`src/hw/ddcsc_pkg.sv`:
```
package ddcsc_pkg;

   // Register offsets of the control group.
   localparam logic [8:0] ADDR_SYNC   = 9'h100;
   localparam logic [8:0] ADDR_MIX    = 9'h101;
   localparam logic [8:0] ADDR_FIR    = 9'h102;
   localparam logic [8:0] ADDR_HBF    = 9'h103;
   localparam logic [8:0] ADDR_ODET   = 9'h104;
   localparam logic [8:0] ADDR_COARSE = 9'h105;
   localparam logic [8:0] ADDR_FHI_L  = 9'h106;
   localparam logic [8:0] ADDR_FHI_H  = 9'h107;
   localparam logic [8:0] ADDR_FLO_L  = 9'h108;
   localparam logic [8:0] ADDR_FLO_H  = 9'h109;
   localparam logic [8:0] ADDR_DWL_L  = 9'h10a;
   localparam logic [8:0] ADDR_DWL_H  = 9'h10b;
   localparam logic [8:0] ADDR_DC     = 9'h10c;
   localparam logic [8:0] ADDR_DCV_L  = 9'h10d;
   localparam logic [8:0] ADDR_DCV_H  = 9'h10e;

   // Bit positions in the sync gating register.
   localparam int SY_MASTER   = 0;
   localparam int SY_DIV_EN   = 1;
   localparam int SY_DIV_ONE  = 2;
   localparam int SY_OSC_EN   = 3;
   localparam int SY_OSC_ONE  = 4;
   localparam int SY_HB_EN    = 5;
   localparam int SY_HB_ONE   = 6;
   localparam int SY_MON_EN   = 7;

   // Bit positions in the mixer, filter, detect and dc registers.
   localparam int MX_EN       = 0;
   localparam int MX_ONE      = 1;
   localparam int MX_ST_LO    = 4;
   localparam int FI_EN       = 0;
   localparam int FI_CPLX     = 1;
   localparam int FI_MIXDIS   = 2;
   localparam int FI_GAIN1    = 3;
   localparam int HB_HIPASS   = 1;
   localparam int HB_REV      = 2;
   localparam int HB_PHASE    = 3;
   localparam int OD_EN       = 0;
   localparam int DC_MON_EN   = 0;
   localparam int DC_PATH_EN  = 1;
   localparam int DC_BW_LO    = 2;
   localparam int DC_FREEZE   = 6;

   // Writable masks; reserved bits read as zero, except half-band bit 0 which reads one.
   localparam logic [7:0] MASK_MIX    = 8'h33;
   localparam logic [7:0] MASK_FIR    = 8'h0f;
   localparam logic [7:0] MASK_HBF    = 8'h0e;
   localparam logic [7:0] MASK_ODET   = 8'h0f;
   localparam logic [7:0] MASK_COARSE = 8'h07;
   localparam logic [7:0] MASK_HI5    = 8'h1f;
   localparam logic [7:0] MASK_DC     = 8'h7f;
   localparam logic [7:0] HBF_RSVD1   = 8'h01;
   localparam logic [7:0] RST_BYTE    = 8'h00;
   localparam logic [3:0] DC_BW_MAX   = 4'hd;
   localparam logic [3:0] DC_BW_BASE  = 4'he;

   // Register access request from the serial control port.
   typedef struct packed
   {
      logic       wr;
      logic       rd;
      logic [8:0] addr;
      logic [7:0] wdata;
   } ddcsc_req_type;

   // Decoded control outputs towards the datapath.
   typedef struct packed
   {
      logic       fir_en;
      logic       fir_gain_one;
      logic       cplx_en;
      logic       mix_dis;
      logic       hb_phase;
      logic       hb_hipass;
      logic       hb_rev;
      logic [2:0] od_mode;
      logic [2:0] coarse_lim;
      logic       dc_mon_en;
      logic       dc_path_en;
      logic [3:0] dc_bw_k;
   } ddcsc_ctl_type;

endpackage : ddcsc_pkg

```
`src/hw/ddcsc_regs.sv`:
```
// Summary of operation
// No sync pulse reaches any destination unless the master enable is set.
// Monitor gets every sync while monitor and master enables are set.
// Half-band one-shot mode takes first sync then clears half-band enable.
// Passed half-band sync restarts the decimator at the selected phase.
// Oscillator one-shot mode takes first sync then clears oscillator enable.
// Passed oscillator sync restarts the oscillator loading the phase offset.
// Divider one-shot mode takes first sync then clears divider enable.
// Divider gets every sync while divider and master enables are set.
// Mixer starts at the phase in the two-bit start state field.
// Mixer one-shot mode takes first sync then clears the mixer enable.
// Mixer gets sync pulses while mixer and master enables are set.
// FIR gain is one when the gain bit is high, two when low.
// Host sets complex output together with the mixer disable bit.
// FIR runs when enabled, otherwise bypassed and powered down.
// Half-band phase bit selects the alternate decimation phase.
// High-pass select, spectral reversal bit; reserved bit 0 reads one.
// Detect outputs float when disabled or both interleaved channels are off.
// Upper flag set when magnitude exceeds the fine upper threshold.
// Lower condition when magnitude is below the fine lower threshold.
// Lower and gain-raise flags assert after the dwell count below threshold.
// Freeze holds the last dc value given to the monitor.
// Bandwidth field values fourteen and fifteen act as thirteen.
// A one-shot enable clears in the same cycle its sync is applied.
`timescale 1ns/1ps
`default_nettype none
module ddcsc_regs
(
   input  wire logic                    clk_sys,
   input  wire logic                    rst,
   input  wire ddcsc_pkg::ddcsc_req_type req,
   output logic                  [7:0]  rdata,
   input  wire logic                    sync_in,
   input  wire logic            [12:0]  mag_a,
   input  wire logic            [12:0]  mag_b,
   input  wire logic                    chan_a_on,
   input  wire logic                    chan_b_on,
   input  wire logic                    lvds_interleave,
   input  wire logic            [13:0]  dc_calc_a,
   output logic                         sync_mon,
   output logic                         sync_hb,
   output logic                         sync_osc,
   output logic                         sync_div,
   output logic                         sync_mix,
   output logic                  [1:0]  mix_start_phase,
   output logic                 [15:0]  osc_phase_load,
   input  wire logic            [15:0]  osc_phase_offset,
   output ddcsc_pkg::ddcsc_ctl_type     ctl,
   output logic                  [1:0]  fine_above_flag,
   output logic                  [1:0]  fine_below_flag,
   output logic                  [1:0]  gain_raise_flag,
   output logic                         detect_oe,
   output logic                  [1:0]  overrange_detect_outputs,
   output logic                 [13:0]  dc_to_monitor
);

   logic [7:0]  sync_q;
   logic [7:0]  mix_q;
   logic [7:0]  fir_q;
   logic [7:0]  hbf_q;
   logic [7:0]  odet_q;
   logic [7:0]  coarse_q;
   logic [12:0] fhi_q;
   logic [12:0] flo_q;
   logic [15:0] dwell_q;
   logic [7:0]  dc_q;
   logic [13:0] dcv_q;
   logic [1:0]  above_q;
   logic [1:0]  below_q;
   logic [15:0] cnt_q [2];
   logic        master;
   logic        fire_hb;
   logic        fire_osc;
   logic        fire_div;
   logic        fire_mix;

   // Sync gating of each destination behind the master enable.
   assign master   = sync_in && sync_q[ddcsc_pkg::SY_MASTER];
   assign fire_hb  = master && sync_q[ddcsc_pkg::SY_HB_EN];
   assign fire_osc = master && sync_q[ddcsc_pkg::SY_OSC_EN];
   assign fire_div = master && sync_q[ddcsc_pkg::SY_DIV_EN];
   assign fire_mix = master && mix_q[ddcsc_pkg::MX_EN];

   // Registered sync strobes, one cycle after the pulse is taken.
   always_ff @(posedge clk_sys or posedge rst)
   begin
      if (rst)
      begin
         sync_mon <= 1'b0;
         sync_hb  <= 1'b0;
         sync_osc <= 1'b0;
         sync_div <= 1'b0;
         sync_mix <= 1'b0;
      end
      else
      begin
         sync_mon <= master && sync_q[ddcsc_pkg::SY_MON_EN];
         sync_hb  <= fire_hb;
         sync_osc <= fire_osc;
         sync_div <= fire_div;
         sync_mix <= fire_mix;
      end
   end

   // Oscillator phase captured with its sync; mixer start state registered every cycle.
   always_ff @(posedge clk_sys or posedge rst)
   begin
      if (rst)
      begin
         osc_phase_load  <= 16'h0000;
         mix_start_phase <= 2'h0;
      end
      else
      begin
         if (fire_osc)
            osc_phase_load <= osc_phase_offset;
         mix_start_phase <= mix_q[ddcsc_pkg::MX_ST_LO +: 2];
      end
   end

   // Sync gating register; one-shot enables clear on their sync, which wins over a write.
   always_ff @(posedge clk_sys or posedge rst)
   begin
      if (rst)
         sync_q <= ddcsc_pkg::RST_BYTE;
      else
      begin
         if (req.wr && req.addr == ddcsc_pkg::ADDR_SYNC)
            sync_q <= req.wdata;
         if (fire_hb && sync_q[ddcsc_pkg::SY_HB_ONE])
            sync_q[ddcsc_pkg::SY_HB_EN] <= 1'b0;
         if (fire_osc && sync_q[ddcsc_pkg::SY_OSC_ONE])
            sync_q[ddcsc_pkg::SY_OSC_EN] <= 1'b0;
         if (fire_div && sync_q[ddcsc_pkg::SY_DIV_ONE])
            sync_q[ddcsc_pkg::SY_DIV_EN] <= 1'b0;
      end
   end

   // Mixer control register; the mixer enable is the bit cleared in one-shot mode.
   always_ff @(posedge clk_sys or posedge rst)
   begin
      if (rst)
         mix_q <= ddcsc_pkg::RST_BYTE;
      else
      begin
         if (req.wr && req.addr == ddcsc_pkg::ADDR_MIX)
            mix_q <= req.wdata & ddcsc_pkg::MASK_MIX;
         if (fire_mix && mix_q[ddcsc_pkg::MX_ONE])
            mix_q[ddcsc_pkg::MX_EN] <= 1'b0;
      end
   end

   // Plain read-write control registers.
   always_ff @(posedge clk_sys or posedge rst)
   begin
      if (rst)
      begin
         fir_q    <= ddcsc_pkg::RST_BYTE;
         hbf_q    <= ddcsc_pkg::RST_BYTE;
         odet_q   <= ddcsc_pkg::RST_BYTE;
         coarse_q <= ddcsc_pkg::RST_BYTE;
         fhi_q    <= 13'h0000;
         flo_q    <= 13'h0000;
         dwell_q  <= 16'h0000;
         dc_q     <= ddcsc_pkg::RST_BYTE;
      end
      else if (req.wr)
      begin
         case (req.addr)
            ddcsc_pkg::ADDR_FIR:    fir_q    <= req.wdata & ddcsc_pkg::MASK_FIR;
            ddcsc_pkg::ADDR_HBF:    hbf_q    <= req.wdata & ddcsc_pkg::MASK_HBF;
            ddcsc_pkg::ADDR_ODET:   odet_q   <= req.wdata & ddcsc_pkg::MASK_ODET;
            ddcsc_pkg::ADDR_COARSE: coarse_q <= req.wdata & ddcsc_pkg::MASK_COARSE;
            ddcsc_pkg::ADDR_FHI_L:  fhi_q[7:0]   <= req.wdata;
            ddcsc_pkg::ADDR_FHI_H:  fhi_q[12:8]  <= req.wdata[4:0];
            ddcsc_pkg::ADDR_FLO_L:  flo_q[7:0]   <= req.wdata;
            ddcsc_pkg::ADDR_FLO_H:  flo_q[12:8]  <= req.wdata[4:0];
            ddcsc_pkg::ADDR_DWL_L:  dwell_q[7:0]  <= req.wdata;
            ddcsc_pkg::ADDR_DWL_H:  dwell_q[15:8] <= req.wdata;
            ddcsc_pkg::ADDR_DC:     dc_q     <= req.wdata & ddcsc_pkg::MASK_DC;
            default:                ;
         endcase
      end
   end

   // Datapath controls decoded from the registers.
   always_comb
   begin
      ctl.fir_en       = fir_q[ddcsc_pkg::FI_EN];
      ctl.fir_gain_one = fir_q[ddcsc_pkg::FI_GAIN1];
      ctl.cplx_en      = fir_q[ddcsc_pkg::FI_CPLX];
      ctl.mix_dis      = fir_q[ddcsc_pkg::FI_MIXDIS];
      ctl.hb_phase     = hbf_q[ddcsc_pkg::HB_PHASE];
      ctl.hb_hipass    = hbf_q[ddcsc_pkg::HB_HIPASS];
      ctl.hb_rev       = hbf_q[ddcsc_pkg::HB_REV];
      ctl.od_mode      = odet_q[3:1];
      ctl.coarse_lim   = coarse_q[2:0];
      ctl.dc_mon_en    = dc_q[ddcsc_pkg::DC_MON_EN];
      ctl.dc_path_en   = dc_q[ddcsc_pkg::DC_PATH_EN];
      if (dc_q[ddcsc_pkg::DC_BW_LO +: 4] >= ddcsc_pkg::DC_BW_BASE)
         ctl.dc_bw_k = ddcsc_pkg::DC_BW_MAX;
      else
         ctl.dc_bw_k = dc_q[ddcsc_pkg::DC_BW_LO +: 4];
   end

   // Per-channel fine threshold comparison and dwell timing.
   for (genvar c = 0; c < 2; c++)
   begin : g_chan
      logic [12:0] mag;
      assign mag = (c == 0) ? mag_a : mag_b;

      always_ff @(posedge clk_sys or posedge rst)
      begin
         if (rst)
         begin
            above_q[c] <= 1'b0;
            below_q[c] <= 1'b0;
            cnt_q[c]   <= 16'h0000;
         end
         else
         begin
            above_q[c] <= mag > fhi_q;
            if (mag < flo_q)
            begin
               if (cnt_q[c] != 16'hffff)
                  cnt_q[c] <= cnt_q[c] + 16'h0001;
               // A saturated count keeps the flag up, since the sum would otherwise wrap to zero.
               below_q[c] <= (cnt_q[c] == 16'hffff) || ((cnt_q[c] + 16'h0001) >= dwell_q);
            end
            else
            begin
               cnt_q[c]   <= 16'h0000;
               below_q[c] <= 1'b0;
            end
         end
      end
   end

   assign fine_above_flag = above_q;
   assign fine_below_flag = below_q;
   assign gain_raise_flag = below_q;

   // Detect pin drive; a lone live channel feeds both pins in interleaved mode.
   always_comb
   begin
      overrange_detect_outputs = above_q;
      if (lvds_interleave)
      begin
         detect_oe = odet_q[ddcsc_pkg::OD_EN] && (chan_a_on || chan_b_on);
         if (chan_a_on && !chan_b_on)
            overrange_detect_outputs = {above_q[0], above_q[0]};
         else if (chan_b_on && !chan_a_on)
            overrange_detect_outputs = {above_q[1], above_q[1]};
      end
      else
         detect_oe = odet_q[ddcsc_pkg::OD_EN];
   end

   // Dc value held while frozen.
   always_ff @(posedge clk_sys or posedge rst)
   begin
      if (rst)
         dcv_q <= 14'h0000;
      else if (!dc_q[ddcsc_pkg::DC_FREEZE])
         dcv_q <= dc_calc_a;
   end

   assign dc_to_monitor = dcv_q;

   // Registered read data.
   always_ff @(posedge clk_sys or posedge rst)
   begin
      if (rst)
         rdata <= 8'h00;
      else if (req.rd)
      begin
         case (req.addr)
            ddcsc_pkg::ADDR_SYNC:   rdata <= sync_q;
            ddcsc_pkg::ADDR_MIX:    rdata <= mix_q;
            ddcsc_pkg::ADDR_FIR:    rdata <= fir_q;
            ddcsc_pkg::ADDR_HBF:    rdata <= hbf_q | ddcsc_pkg::HBF_RSVD1;
            ddcsc_pkg::ADDR_ODET:   rdata <= odet_q;
            ddcsc_pkg::ADDR_COARSE: rdata <= coarse_q;
            ddcsc_pkg::ADDR_FHI_L:  rdata <= fhi_q[7:0];
            ddcsc_pkg::ADDR_FHI_H:  rdata <= {3'h0, fhi_q[12:8]};
            ddcsc_pkg::ADDR_FLO_L:  rdata <= flo_q[7:0];
            ddcsc_pkg::ADDR_FLO_H:  rdata <= {3'h0, flo_q[12:8]};
            ddcsc_pkg::ADDR_DWL_L:  rdata <= dwell_q[7:0];
            ddcsc_pkg::ADDR_DWL_H:  rdata <= dwell_q[15:8];
            ddcsc_pkg::ADDR_DC:     rdata <= dc_q;
            ddcsc_pkg::ADDR_DCV_L:  rdata <= dcv_q[7:0];
            ddcsc_pkg::ADDR_DCV_H:  rdata <= {2'h0, dcv_q[13:8]};
            default:                rdata <= 8'h00;
         endcase
      end
   end
endmodule : ddcsc_regs
`default_nettype wire

```
`config.mk`:
```
export PLATFORM = sky130hd
export DESIGN_NAME = ddcsc_regs
export DESIGN_NICKNAME = d
export VERILOG_FILES = /design/src/hw/ddcsc_pkg.sv /design/src/hw/ddcsc_regs.sv
export SDC_FILE = /design/constraint.sdc
export NUM_CORES = 1
export LEC_CHECK = 0
export BUFFER_PORTS_ARGS = -buffer_cell sky130_fd_sc_hd__buf_2
export CAP_MARGIN = 20
export CORE_MARGIN = 1.5
export CORE_UTILIZATION = 53
export DETAILED_ROUTE_END_ITERATION = 10
export PLACE_DENSITY = 0.76
export SLEW_MARGIN = 25
export SYNTH_ARGS = -nofsm -noshare
export SYNTH_HDL_FRONTEND = slang
export SYNTH_SLANG_ARGS = --single-unit
```
`constraint.sdc`:
```
create_clock -name clk_sys -period 6.7 [get_ports clk_sys]
set_clock_uncertainty 0.15 [all_clocks]
set_input_delay 1.34 -clock clk_sys [delete_from_list [all_inputs] [get_ports clk_sys]]
set_output_delay 1.34 -clock clk_sys [all_outputs]
set_load 0.005 [all_outputs]
```
Yosys cells after proc, flatten, opt, wreduce, memory -nomap -nowiden
Index checks and enable logic that the tools add are counted.
Cells by class
  $add $sub $neg: 2
  $lt $le $gt $ge: 7
  equality and inequality tests: 21
  muxes and demuxes: 18
  reduce and logical (&&, ||, !) cells: 35
Operator list (count)
  equality test 9 bit, second input constant: 15
  case mux 8 bit (15 select lines): 1
  2-to-1 mux 16 bit: 4
  adder 16 x 1 -> 16 bit, second input constant: 2
  equality test 16 bit, second input constant: 2
  >= comparator 16 bit: 2
  != test 16 bit, second input constant: 2
  > comparator 13 bit: 2
  < comparator 13 bit: 2
  AND reduction 2 bit: 11
  logical AND 1 bit: 15
  2-to-1 mux 1 bit: 9
  nonzero test 2 bit: 4
  2-to-1 mux 6 bit: 1
  >= comparator 4 bit, second input constant: 1
  2-to-1 mux 2 bit: 2
  2-to-1 mux 4 bit: 1
  != test 2 x 1 -> 1 bit, second input constant: 2
  logical OR 1 bit: 3
  zero test 1 bit: 2
Storage, ports and cells
  register bits: 156
  input port bits: 81
  word-level logic and storage cells: 115

Longest topological paths before layout
Gate-level depths: netlist of the first run.
  word-level depth: 5
  gate-level depth with buffers: 11
  gate-level depth less buffers: 10

Worst setup path before layout of the first run
No wires, ideal clock.
  kind: input port to output port
  start: input chan_a_on
  end: output overrange_detect_outputs[0]
  arrival: 1.760 ns
  required time: 5.210 ns
  slack: 3.450 ns
  cell stages on the path: 2
  path buffers: 0
  path through: nand3b_1 -> mux2_2
Between the ends
  longest elaborated chain between the ends: 5
  elaborated cells on any way between the ends: 6
  those cells by class: mux: 3; reduce/logical: 3
RTL lines
  start, declared: line ddcsc_regs.sv:36  | input wire logic chan_a_on,
  zero test 1 bit: line ddcsc_regs.sv:252  | else if (chan_b_on && !chan_a_on)
  logical AND 1 bit: line ddcsc_regs.sv:252
  2-to-1 mux 1 bit: line ddcsc_regs.sv:252
  2-to-1 mux 2 bit (*): line ddcsc_regs.sv:250  | if (chan_a_on && !chan_b_on)
  2-to-1 mux 2 bit (*): line ddcsc_regs.sv:247  | if (lvds_interleave)
  end, declared: line ddcsc_regs.sv:53  | output logic [1:0] overrange_detect_outputs,
Mark *: on every way between the ends. The rest lies on a longest branch, timed or not.

Worst setup path after layout of the first run
  start: input chan_b_on
  end: output overrange_detect_outputs[1]
Between the ends
  longest elaborated chain between the ends: 4
RTL lines
  start, declared: line ddcsc_regs.sv:37  | input wire logic chan_b_on,
  zero test 1 bit: line ddcsc_regs.sv:250
  logical AND 1 bit: line ddcsc_regs.sv:250
  2-to-1 mux 2 bit: line ddcsc_regs.sv:250
  2-to-1 mux 2 bit: line ddcsc_regs.sv:247
No other way between the ends.

==> out/qor.txt, run 1 <==
Status = finished, final reports clean
Tmin final = 3480 ps
DRT Wirelength = 23.5 mm
Total negative slack = 0 ps
P&R area growth vs syn = 15.0%
Placeable Area = 16,800 µm²
Clk_lat worst skew = 430 ps
Diodes inserted = 0
Post-synth EDFFs = 0
Clk slew on worst S/H paths = 70 ps
Worst-path cell chain = buf_2 > nand3b_1 > mux2_2 > buf_2
Dpl ws = 3070 ps
Ratio of cells with drive above 1 in the final layout = 0.277
CTS max path bufs = 2
CP bufs+invs = 2
GR met1 Demand/Resource = 0.350
H-Tree Depth = 4
CTS Buf Count = 17
Asr flop ratio synth = 1.00
Synth warn = 0
VDD IR max = 0.000197 V
Syn Inst Count = 873
Most frequent CP cell = buf_2
Endpoints failing hold = 0
ANT nets after route = 0
Placed cell area = 9990 µm²
Total GRT Usage = 0.270
Library cells used by synthesis = 66
DRC violations left = 0
Root Driver = clkbuf_16
Worst r2r dst = fine_below_flag[0]
PortBufs = 153
Top_reg_cell synth = dfrtp_1
Grt ovf = 0
CP Launch Point = chan_b_on
Crit-path slowest cell = mux2_2
Syn nets = 1,038
Max-cap check violation count = 0
Max Fanout on Critical Path = 3
Leak pwr = 5.61 nW
RD Place Congestion = 0.906
Sequential area share after synthesis = 0.426
Drt initial violations = 506
Crit path depth = 4
Die area = 18,100 µm²
WHS = 258 ps
Initial antenna violation count = 0
Nets = 1,168
R2r startpoint = cnt_q[18]
Cell Area, Synth = 9170 µm²
#FFs+latches synth = 156
# setup viols final = 0
Reg-to-reg slack, setup = 3590 ps
Routed vias = 7,276
Tightest Pin Transition = 990 ps
Setup Buffers After CTS = 0
Kind of critical path = in -> out
Final design utilization = 0.629
Total power = 2.56 mW
Vias/cell = 5.89
Reg2reg path depth = 10
Critical path's top delay family = multiplexers
Non-filler instance count after layout = 1,236
Syn_area_per_cell = 10.5 µm²
Crit path to = overrange_detect_outputs[1]
Most common cell after layout, fill and taps aside = dfrtp_1
Most frequent cells in the layout = dfrtp_1 (156), buf_2 (153), ha_1 (84)
Sinks on Clock Net = 156
GRT met2 Usage = 0.442
Post-cts sizing count = 0
HP Start = mix_q[4]
Global-route wire length before repair = 37.5 mm
Final Slew Violations = 0
Vias in the first global route = 7,088
Die Width = 135 µm
Tcrit/Tclk final = 0.520
Largest net degree at the start of global routing = 101
DRT Pass-1 Iters = 5
Final worst setup slack = 3220 ps
Non-Filler Cell Area, Final = 10,500 µm²
Io pins = 154
GR peak layer = met2
Final HPWL DP = 17.6 mm
CTS Hold Bufs = 0
Wirelength per Cell = 19.0 µm
CP startpoint kind = input port
Placed cells = 1,204
Required @ worst endpoint = 5210 ps
Hold crit path type = reg -> reg
Cell Rows = 47
Slowest stage delay, CP = 270 ps
Worst setup EP type = output port
PwrDens = 243 nW/µm²
Max Clk Rate = 0.287 GHz
Worst EP arrival = 1990 ps
RSZ-0062 raised after global routing = no
GR Util met3 = 0.0709
Die height = 135 µm
Initial Util = 0.547
TritonCTS clock tree = done
Worst relative slew slack = 0.340
## power by group
part           switching, mW  leakage, nW  internal [mW]
logic                  0.292         3.39          0.214
registers              0.106         1.96           1.03
clock network          0.428        0.265          0.487
## state kept, by name, summed over array words and instances (netlist names), 3 cells and up
| signal | flops |
|---|---|
| cnt_q | 32 |
| coarse_q | 3 |
| dc_q | 7 |
| dc_to_monitor | 14 |
| dwell_q | 16 |
| fhi_q | 13 |
| fir_q | 4 |
| flo_q | 13 |
| hbf_q | 3 |
| mix_q | 4 |
| odet_q | 4 |
| osc_phase_load | 16 |
| rdata | 8 |
| sync_q | 8 |
## logic make-up after synthesis
kind of cell | Yosys count | share of synthesized area
AND/OR/NAND/NOR | 248 | 0.145
adder cells (fa/ha/maj) | 84 | 0.115
XOR/XNOR | 30 | 0.0287
buffers and inverters | 91 | 0.0459
flip-flops | 156 | 0.426
multiplexers | 99 | 0.121
AO/OA/AOI/OAI | 165 | 0.119
## routing by layer
metal | wire length, µm | up-vias
li1 | - | 3419
met5 | 0 | -
met3 | 1810 | 58
met1 | 9910 | 3507
met4 | 635 | 0
met2 | 11100 | 292
## synth_stat cells (all sizes together), types with 3 or more instances
| library cell | number | area share |
|---|---|---|
| a211oi | 6 | 0.0049 |
| a21o | 23 | 0.019 |
| a21oi | 28 | 0.015 |
| a221oi | 6 | 0.0057 |
| a22oi | 7 | 0.0057 |
| a31oi | 8 | 0.0055 |
| and3 | 20 | 0.014 |
| and4 | 7 | 0.0067 |
| buf | 31 | 0.021 |
| clkbuf | 13 | 0.0053 |
| dfrtp | 156 | 0.43 |
| ha | 84 | 0.11 |
| inv | 46 | 0.019 |
| mux2 | 75 | 0.092 |
| mux2i | 22 | 0.024 |
| nand2 | 57 | 0.026 |
| nand2b | 5 | 0.0034 |
| nand3 | 20 | 0.011 |
| nand3b | 3 | 0.0025 |
| nand4 | 16 | 0.012 |
| nor2 | 80 | 0.033 |
| nor2b | 5 | 0.0037 |
| nor3 | 18 | 0.018 |
| nor3b | 5 | 0.0041 |
| nor4 | 5 | 0.0057 |
| o2111ai | 4 | 0.0038 |
| o211ai | 5 | 0.0046 |
| o21a | 3 | 0.0025 |
| o21ai | 47 | 0.026 |
| o2bb2ai | 4 | 0.0038 |
| o32ai | 5 | 0.0048 |
| or3 | 3 | 0.0020 |
| xnor2 | 17 | 0.016 |
| xor2 | 13 | 0.012 |
## cell type report
type	count	area (µm²)
multi-input cells	626	4850
fillers	1396	6210
repair buffers	155	781
well taps	220	275
flip-flops and latches	156	3900
clock inverters	14	128
inverters	47	181
clock buffers	18	429
## how the worst min path moves through the flow
stage / end / depth (start not counted)
final: mix_start_phase[0] / 0
after global placement: mix_start_phase[0] / 0
after global routing: mix_start_phase[0] / 0
after floorplan: mix_start_phase[0] / 0
after detailed placement: mix_start_phase[1] / 0
after CTS: mix_start_phase[1] / 0
## worst register-to-register path, cell delays in order, from the launching register on
cell,delay [ps]
dfrtp_1,430
and4_1,320
nand4_1,190
nor3_1,260
xor2_1,240
ha_1,290
a21oi_1,140
o21ai_0,130
a2111oi_0,520
or3_1,200
a21oi_1,70
Power figures use the tool's default switching activity.
==> inputs of run 2 (changes only) <==
Clock period 6.7 ns to 3.6 ns, I/O delays scaled along.
==> run 2 against run 1 <==
  * Cell area grew 0.83%
  * Critical path type is now reg -> reg
  * Critical endpoint is now fine_below_flag[1]
  * Clock power rose by 99%
  * Routed wire length grew 3.3%
  * Largest cell class unchanged
  * Combinational power grew 89%
==> out/qor.txt, run 2 (same netlist as run 1, synthesis figures left out) <==
Crit-path slowest cell = dfrtp_1
Register area = 3900 µm² (unchanged)
Placeable Area = 16,800 µm² (unchanged)
Worst-path cell chain = and4_1 > nand3_1 > nor2_1 > xor2_1 > ha_1 > a21oi_1 > o21ai_0 > a2111oi_0 > or3_1 > a21oi_1
CTS max path bufs = 2 (unchanged)
CTS Buf Count = 17 (unchanged)
Max Fanout on Critical Path = 6 (+3)
Dpl ws = 650 ps (-2420 ps)
TritonCTS clock tree = done
Post-cts sizing count = 0 (unchanged)
Wirelength per Cell = 19.6 µm (+2.8%)
Slowest stage delay, CP = 450 ps (+180 ps)
Diodes inserted = 0 (unchanged)
Setup Buffers After CTS = 0 (unchanged)
Max FFs per register = 32 (unchanged)
Kind of critical path = reg -> reg
Grt ovf = 0 (unchanged)
Leak pwr = 5.66 nW (+0.92%)
Final Slew Violations = 0 (unchanged)
RSZ-0062 raised after global routing = no
Footprint of the multi-input gates = 4840 µm² (about the same)
Tmin final = 2910 ps
Total negative slack = 0 ps (unchanged)
Most frequent cells in the layout = dfrtp_1 (156), buf_2 (153), ha_1 (84)
P&R area growth vs syn = 16.0%
Clk slew on worst S/H paths = 70 ps (about the same)
Die area = 18,100 µm² (unchanged)
PortBufs = 153 (unchanged)
CP startpoint kind = flip-flop
Status = finished, final reports clean
Vias/cell = 5.93 (+0.78%)
Clk_lat worst skew = 430 ps (about the same)
Die height = 135 µm (unchanged)
Max-cap check violation count = 0 (unchanged)
Global-route wire length before repair = 38.5 mm (+2.7%)
Reg with most FFs = cnt_q
DRC violations left = 0 (unchanged)
Worst setup EP type = flip-flop
Total GRT Usage = 0.278 (+0.00814)
Required @ worst endpoint = 3740 ps (-1470 ps)
Initial Util = 0.547 (unchanged)
Endpoints failing hold = 0 (unchanged)
DRT Wirelength = 24.3 mm (+3.3%)
ANT nets after route = 0 (unchanged)
Tcrit/Tclk final = 0.808
Non-Filler Cell Area, Final = 10,600 µm² (+0.83%)
Largest net degree at the start of global routing = 60 (-41%)
# setup viols final = 0 (unchanged)
Total power = 4.90 mW (+91%)
Most common cell after layout, fill and taps aside = dfrtp_1
Vias in the first global route = 7,211 (+1.7%)
Tightest Pin Transition = 1010 ps (+17.9 ps)
RD Place Congestion = 0.947 (+4.6%)
VDD IR max = 0.000328 V (+66%)
Initial antenna violation count = 0 (unchanged)
Max Clk Rate = 0.344 GHz
Sinks on Clock Net = 156 (unchanged)
Final HPWL DP = 18.2 mm (+3.8%)
DRT Pass-1 Iters = 5 (unchanged)
Cell Rows = 47 (unchanged)
CTS Hold Bufs = 0 (unchanged)
Ratio of cells with drive above 1 in the final layout = 0.280 (+0.00327)
Drt initial violations = 500 (-1.2%)
Root Driver = clkbuf_16
Nets = 1,174 (+0.51%)
Io pins = 154 (unchanged)
Placed cell area = 10,000 µm² (+0.53%)
H-Tree Depth = 4 (unchanged)
Fillers = 1,378 (-1.3%)
Die Width = 135 µm (unchanged)
Routed vias = 7,368 (+1.3%)
Placed cells = 1,210 (+0.50%)
Worst relative slew slack = 0.328 (-0.0120)
Most frequent CP cell = a21oi_1
Final worst setup slack = 692 ps (-2530 ps)
Reg2reg path depth = 10 (unchanged)
Hold crit path type = in -> async
PwrDens = 461 nW/µm² (+90%)
Non-filler instance count after layout = 1,242 (+0.49%)
Worst EP arrival = 3050 ps (+1060 ps)
Largest registers = cnt_q: 32 flops, dwell_q: 16 flops, osc_phase_load: 16 flops
-- run 2: path summary, 6_finish.rpt --
kind | from | end | slack (ps)
worst max-delay path | cnt_q[3] | fine_below_flag[1] | 690
worst min-delay path | rst | fine_below_flag[0] | 230
worst max register to register | cnt_q[3] | fine_below_flag[1] | 690
worst min register to register | mix_q[4] | mix_start_phase[0] | 280
max in group asynchronous | rst | rdata[3] | 2050
min in group clk_sys | mix_q[4] | mix_start_phase[0] | 280
-- run 2: power breakdown --
group	leakage, nW	internal (mW)	switching, mW	total [mW]
sequential	1.96	1.92	0.204	2.13
clock	0.289	0.995	0.823	1.82
combinational	3.41	0.403	0.555	0.958
-- run 2: metal layers --
layer	vias up	global-route usage	share of wire
met2	327	0.457	0.48
met3	55	0.0541	0.067
met4	0	0.106	0.034
met5	-	0	0
met1	3561	0.365	0.42
li1	3425	-	-
-- run 2: worst max-delay path: cells and delay by family (launching register included) --
family	cells	cell delay, ps
AND/OR/NAND/NOR	4	840
adder cells (fa/ha/maj)	1	310
AO/OA/AOI/OAI	4	740
XOR/XNOR	1	280
flip-flops	1	450
-- run 2: final cells by class --
| class | instances | share of cell area |
|---|---|---|
| clock buffer | 18 | 0.0404 |
| clock inverter | 14 | 0.0153 |
| inverter | 47 | 0.0169 |
| multi-input combinational | 626 | 0.456 |
| sequential | 156 | 0.367 |
| tap | 220 | 0.0259 |
| timing repair buffer | 161 | 0.0788 |
-- run 2: stage by stage --
stage | util | hold WS [ps]
after floorplan | - | 221
after global placement | 0.599 | 239
after detailed placement | 0.599 | 250
after CTS | 0.634 | 247
after global routing | 0.634 | 261
final | 0.634 | 234
==> inputs of run 3 (changes only) <==
Clock period 3.6 ns to 2.9 ns, I/O delays scaled along.
==> run 3 against run 2 <==
  * Clock power increased by 21%
  * Utilization increased by 0.57 points
  * Maximum frequency increased by 5.9%
  * Die area unchanged
  * Count of clock-buffer cells in the layout unchanged
==> out/qor.txt, run 3 (same netlist as run 1, synthesis figures left out) <==
Status = finished, final reports clean
Tmin final = 2750 ps (-163 ps)
ANT nets after route = 0 (unchanged)
Worst setup EP type = flip-flop
Die Width = 135 µm (unchanged)
TritonCTS clock tree = done
Total power = 6.02 mW (+23%)
RSZ-0062 raised after global routing = yes
Die area = 18,100 µm² (unchanged)
Setup Buffers After CTS = 0 (unchanged)
Initial Util = 0.547 (unchanged)
Final HPWL DP = 18.0 mm (-1.3%)
Largest net degree at the start of global routing = 84 (+40%)
Hold crit path type = in -> reg
Most frequent cells in the layout = dfrtp_1 (156), buf_2 (153), ha_1 (84)
Total GRT Usage = 0.273 (-0.00461)
Max-cap check violation count = 0 (unchanged)
Vias in the first global route = 7,234 (+0.32%)
Nets = 1,186 (+1.0%)
Ratio of cells with drive above 1 in the final layout = 0.289 (+0.00932)
Grt ovf = 0 (unchanged)
Non-filler instance count after layout = 1,254 (+0.97%)
DRC violations left = 0 (unchanged)
Placed cells = 1,221 (+0.91%)
PortBufs = 153 (unchanged)
Routed vias = 7,358 (-0.14%)
Non-Filler Cell Area, Final = 10,700 µm² (+0.91%)
Tightest Pin Transition = 741 ps (-267 ps)
P&R area growth vs syn = 17.0%
H-Tree Depth = 4 (unchanged)
CTS Buf Count = 17 (unchanged)
Worst EP arrival = 2900 ps (-150 ps)
Clk slew on worst S/H paths = 70 ps (about the same)
Internal cell power = 4.12 mW (+24%)
Cell Rows = 47 (unchanged)
Highest metal used = met4
Final Slew Violations = 0 (unchanged)
Switching power as a share of total power = 0.317 (-0.00620)
Die height = 135 µm (unchanged)
Clk_lat worst skew = 430 ps (about the same)
CP startpoint kind = flip-flop
Sinks on Clock Net = 156 (unchanged)
Max Clk Rate = 0.364 GHz (+5.9%)
CTS max path bufs = 2 (unchanged)
Tcrit/Tclk final = 0.947 (+0.139)
RD Place Congestion = 0.888 (-6.3%)
Routed met3 length = 1.48 mm (-9.2%)
Power share of the sequential group = 0.437 (+0.003)
Placeable Area = 16,800 µm² (unchanged)
Vias/cell = 5.87 (-1.1%)
Wirelength per Cell = 19.0 µm (-2.8%)
Total negative slack = 0 ps (unchanged)
Global-route wire length before repair = 38.3 mm (-0.63%)
WHS = 224 ps (-9.82 ps)
PwrDens = 561 nW/µm² (+22%)
Post-Route M1 WL = 10.2 mm (about the same)
Met2 Wirelength = 11.4 mm (-1.7%)
# setup viols final = 0 (unchanged)
Kind of critical path = reg -> reg
Initial antenna violation count = 0 (unchanged)
Max FFs per register = 32 (unchanged)
Required @ worst endpoint = 3060 ps (-680 ps)
Io pins = 154 (unchanged)
Worst relative slew slack = 0.506 (+0.178)
DRT Wirelength = 23.8 mm (-1.8%)
Fillers = 1,328 (-3.6%)
Drt initial violations = 508 (+1.6%)
Reg with most FFs = cnt_q
Clock power share = 0.365 (-0.006)
Most common cell after layout, fill and taps aside = dfrtp_1
DRT Pass-1 Iters = 5 (unchanged)
Endpoints failing hold = 0 (unchanged)
Diodes inserted = 0 (unchanged)
Largest registers = cnt_q: 32 flops, dwell_q: 16 flops, osc_phase_load: 16 flops
Max Fanout on Critical Path = 6 (unchanged)
Comb pwr share = 0.198 (+0.003)
Placed cell area = 10,100 µm² (+0.95%)
Root Driver = clkbuf_16
VDD IR max = 0.000464 V (+41%)
Sw power = 1.91 mW (+20%)
Leak pwr = 5.71 nW (+0.89%)
[run 3: metal layers]
metal | global-route usage | up-vias
li1 | - | 3457
met1 | 0.363 | 3561
met2 | 0.451 | 284
met3 | 0.0488 | 56
met4 | 0.0986 | 0
met5 | 0 | -
[run 3: power by group through the flow]
stage | Sequential [mW] | Combinational, mW | Clock [mW]
floorplan | 2.60 | 0.831 | 0
global placement | 2.65 | 1.14 | 0
detailed placement | 2.66 | 1.18 | 0
CTS | 2.62 | 1.19 | 2.22
global route | 2.66 | 1.35 | 2.32
finish | 2.63 | 1.19 | 2.20
[run 3: final timing paths]
check / startpoint / endpoint / slack (ps) / depth (start not counted)
worst max-delay path: cnt_q[18] / fine_below_flag[0] / 150 / 10
worst min-delay path: dc_calc_a[2] / dc_to_monitor[2] / 220 / 2
worst min register to register: mix_q[5] / mix_start_phase[1] / 270 / 0
worst max register to register: cnt_q[18] / fine_below_flag[0] / 150 / 10
min in group asynchronous: rst / osc_phase_load[12] / 460 / 3
max in group asynchronous: rst / osc_phase_load[6] / 1470 / 4
[run 3: repair_timing]
action	4_1_cts	5_1_grt
setup endpoints to repair	0	2
resized for setup	0	2
endpoints found under the hold margin	4	0
hold buffers	1	0
[run 3: final cells by class]
cell class,count,area [µm²],area share
Inverter,47,180,0.0168
Timing Repair Buffer,173,943,0.0879
Clock inverter,14,148,0.0138
Multi-Input combinational cell,626,4850,0.452
Tap cell,220,275,0.0257
Sequential cell,156,3900,0.364
Clock buffer,18,429,0.0400
[run 3: critical path, stage by stage (launching register included)]
cell,delay (ps)
dfrtp_1,420
and4_2,320
nand4_1,190
nor2_1,210
xor2_1,240
ha_1,300
a21oi_1,140
o21ai_0,120
a2111oi_0,320
or3_1,170
a21oi_1,50
[run 3: stage by stage]
step / util / setup slack [ps]
floorplan: - / 197
global placement: 0.605 / 256
detailed placement: 0.605 / 157
CTS: 0.640 / 158
global route: 0.640 / -40.9
finish: 0.640 / 155
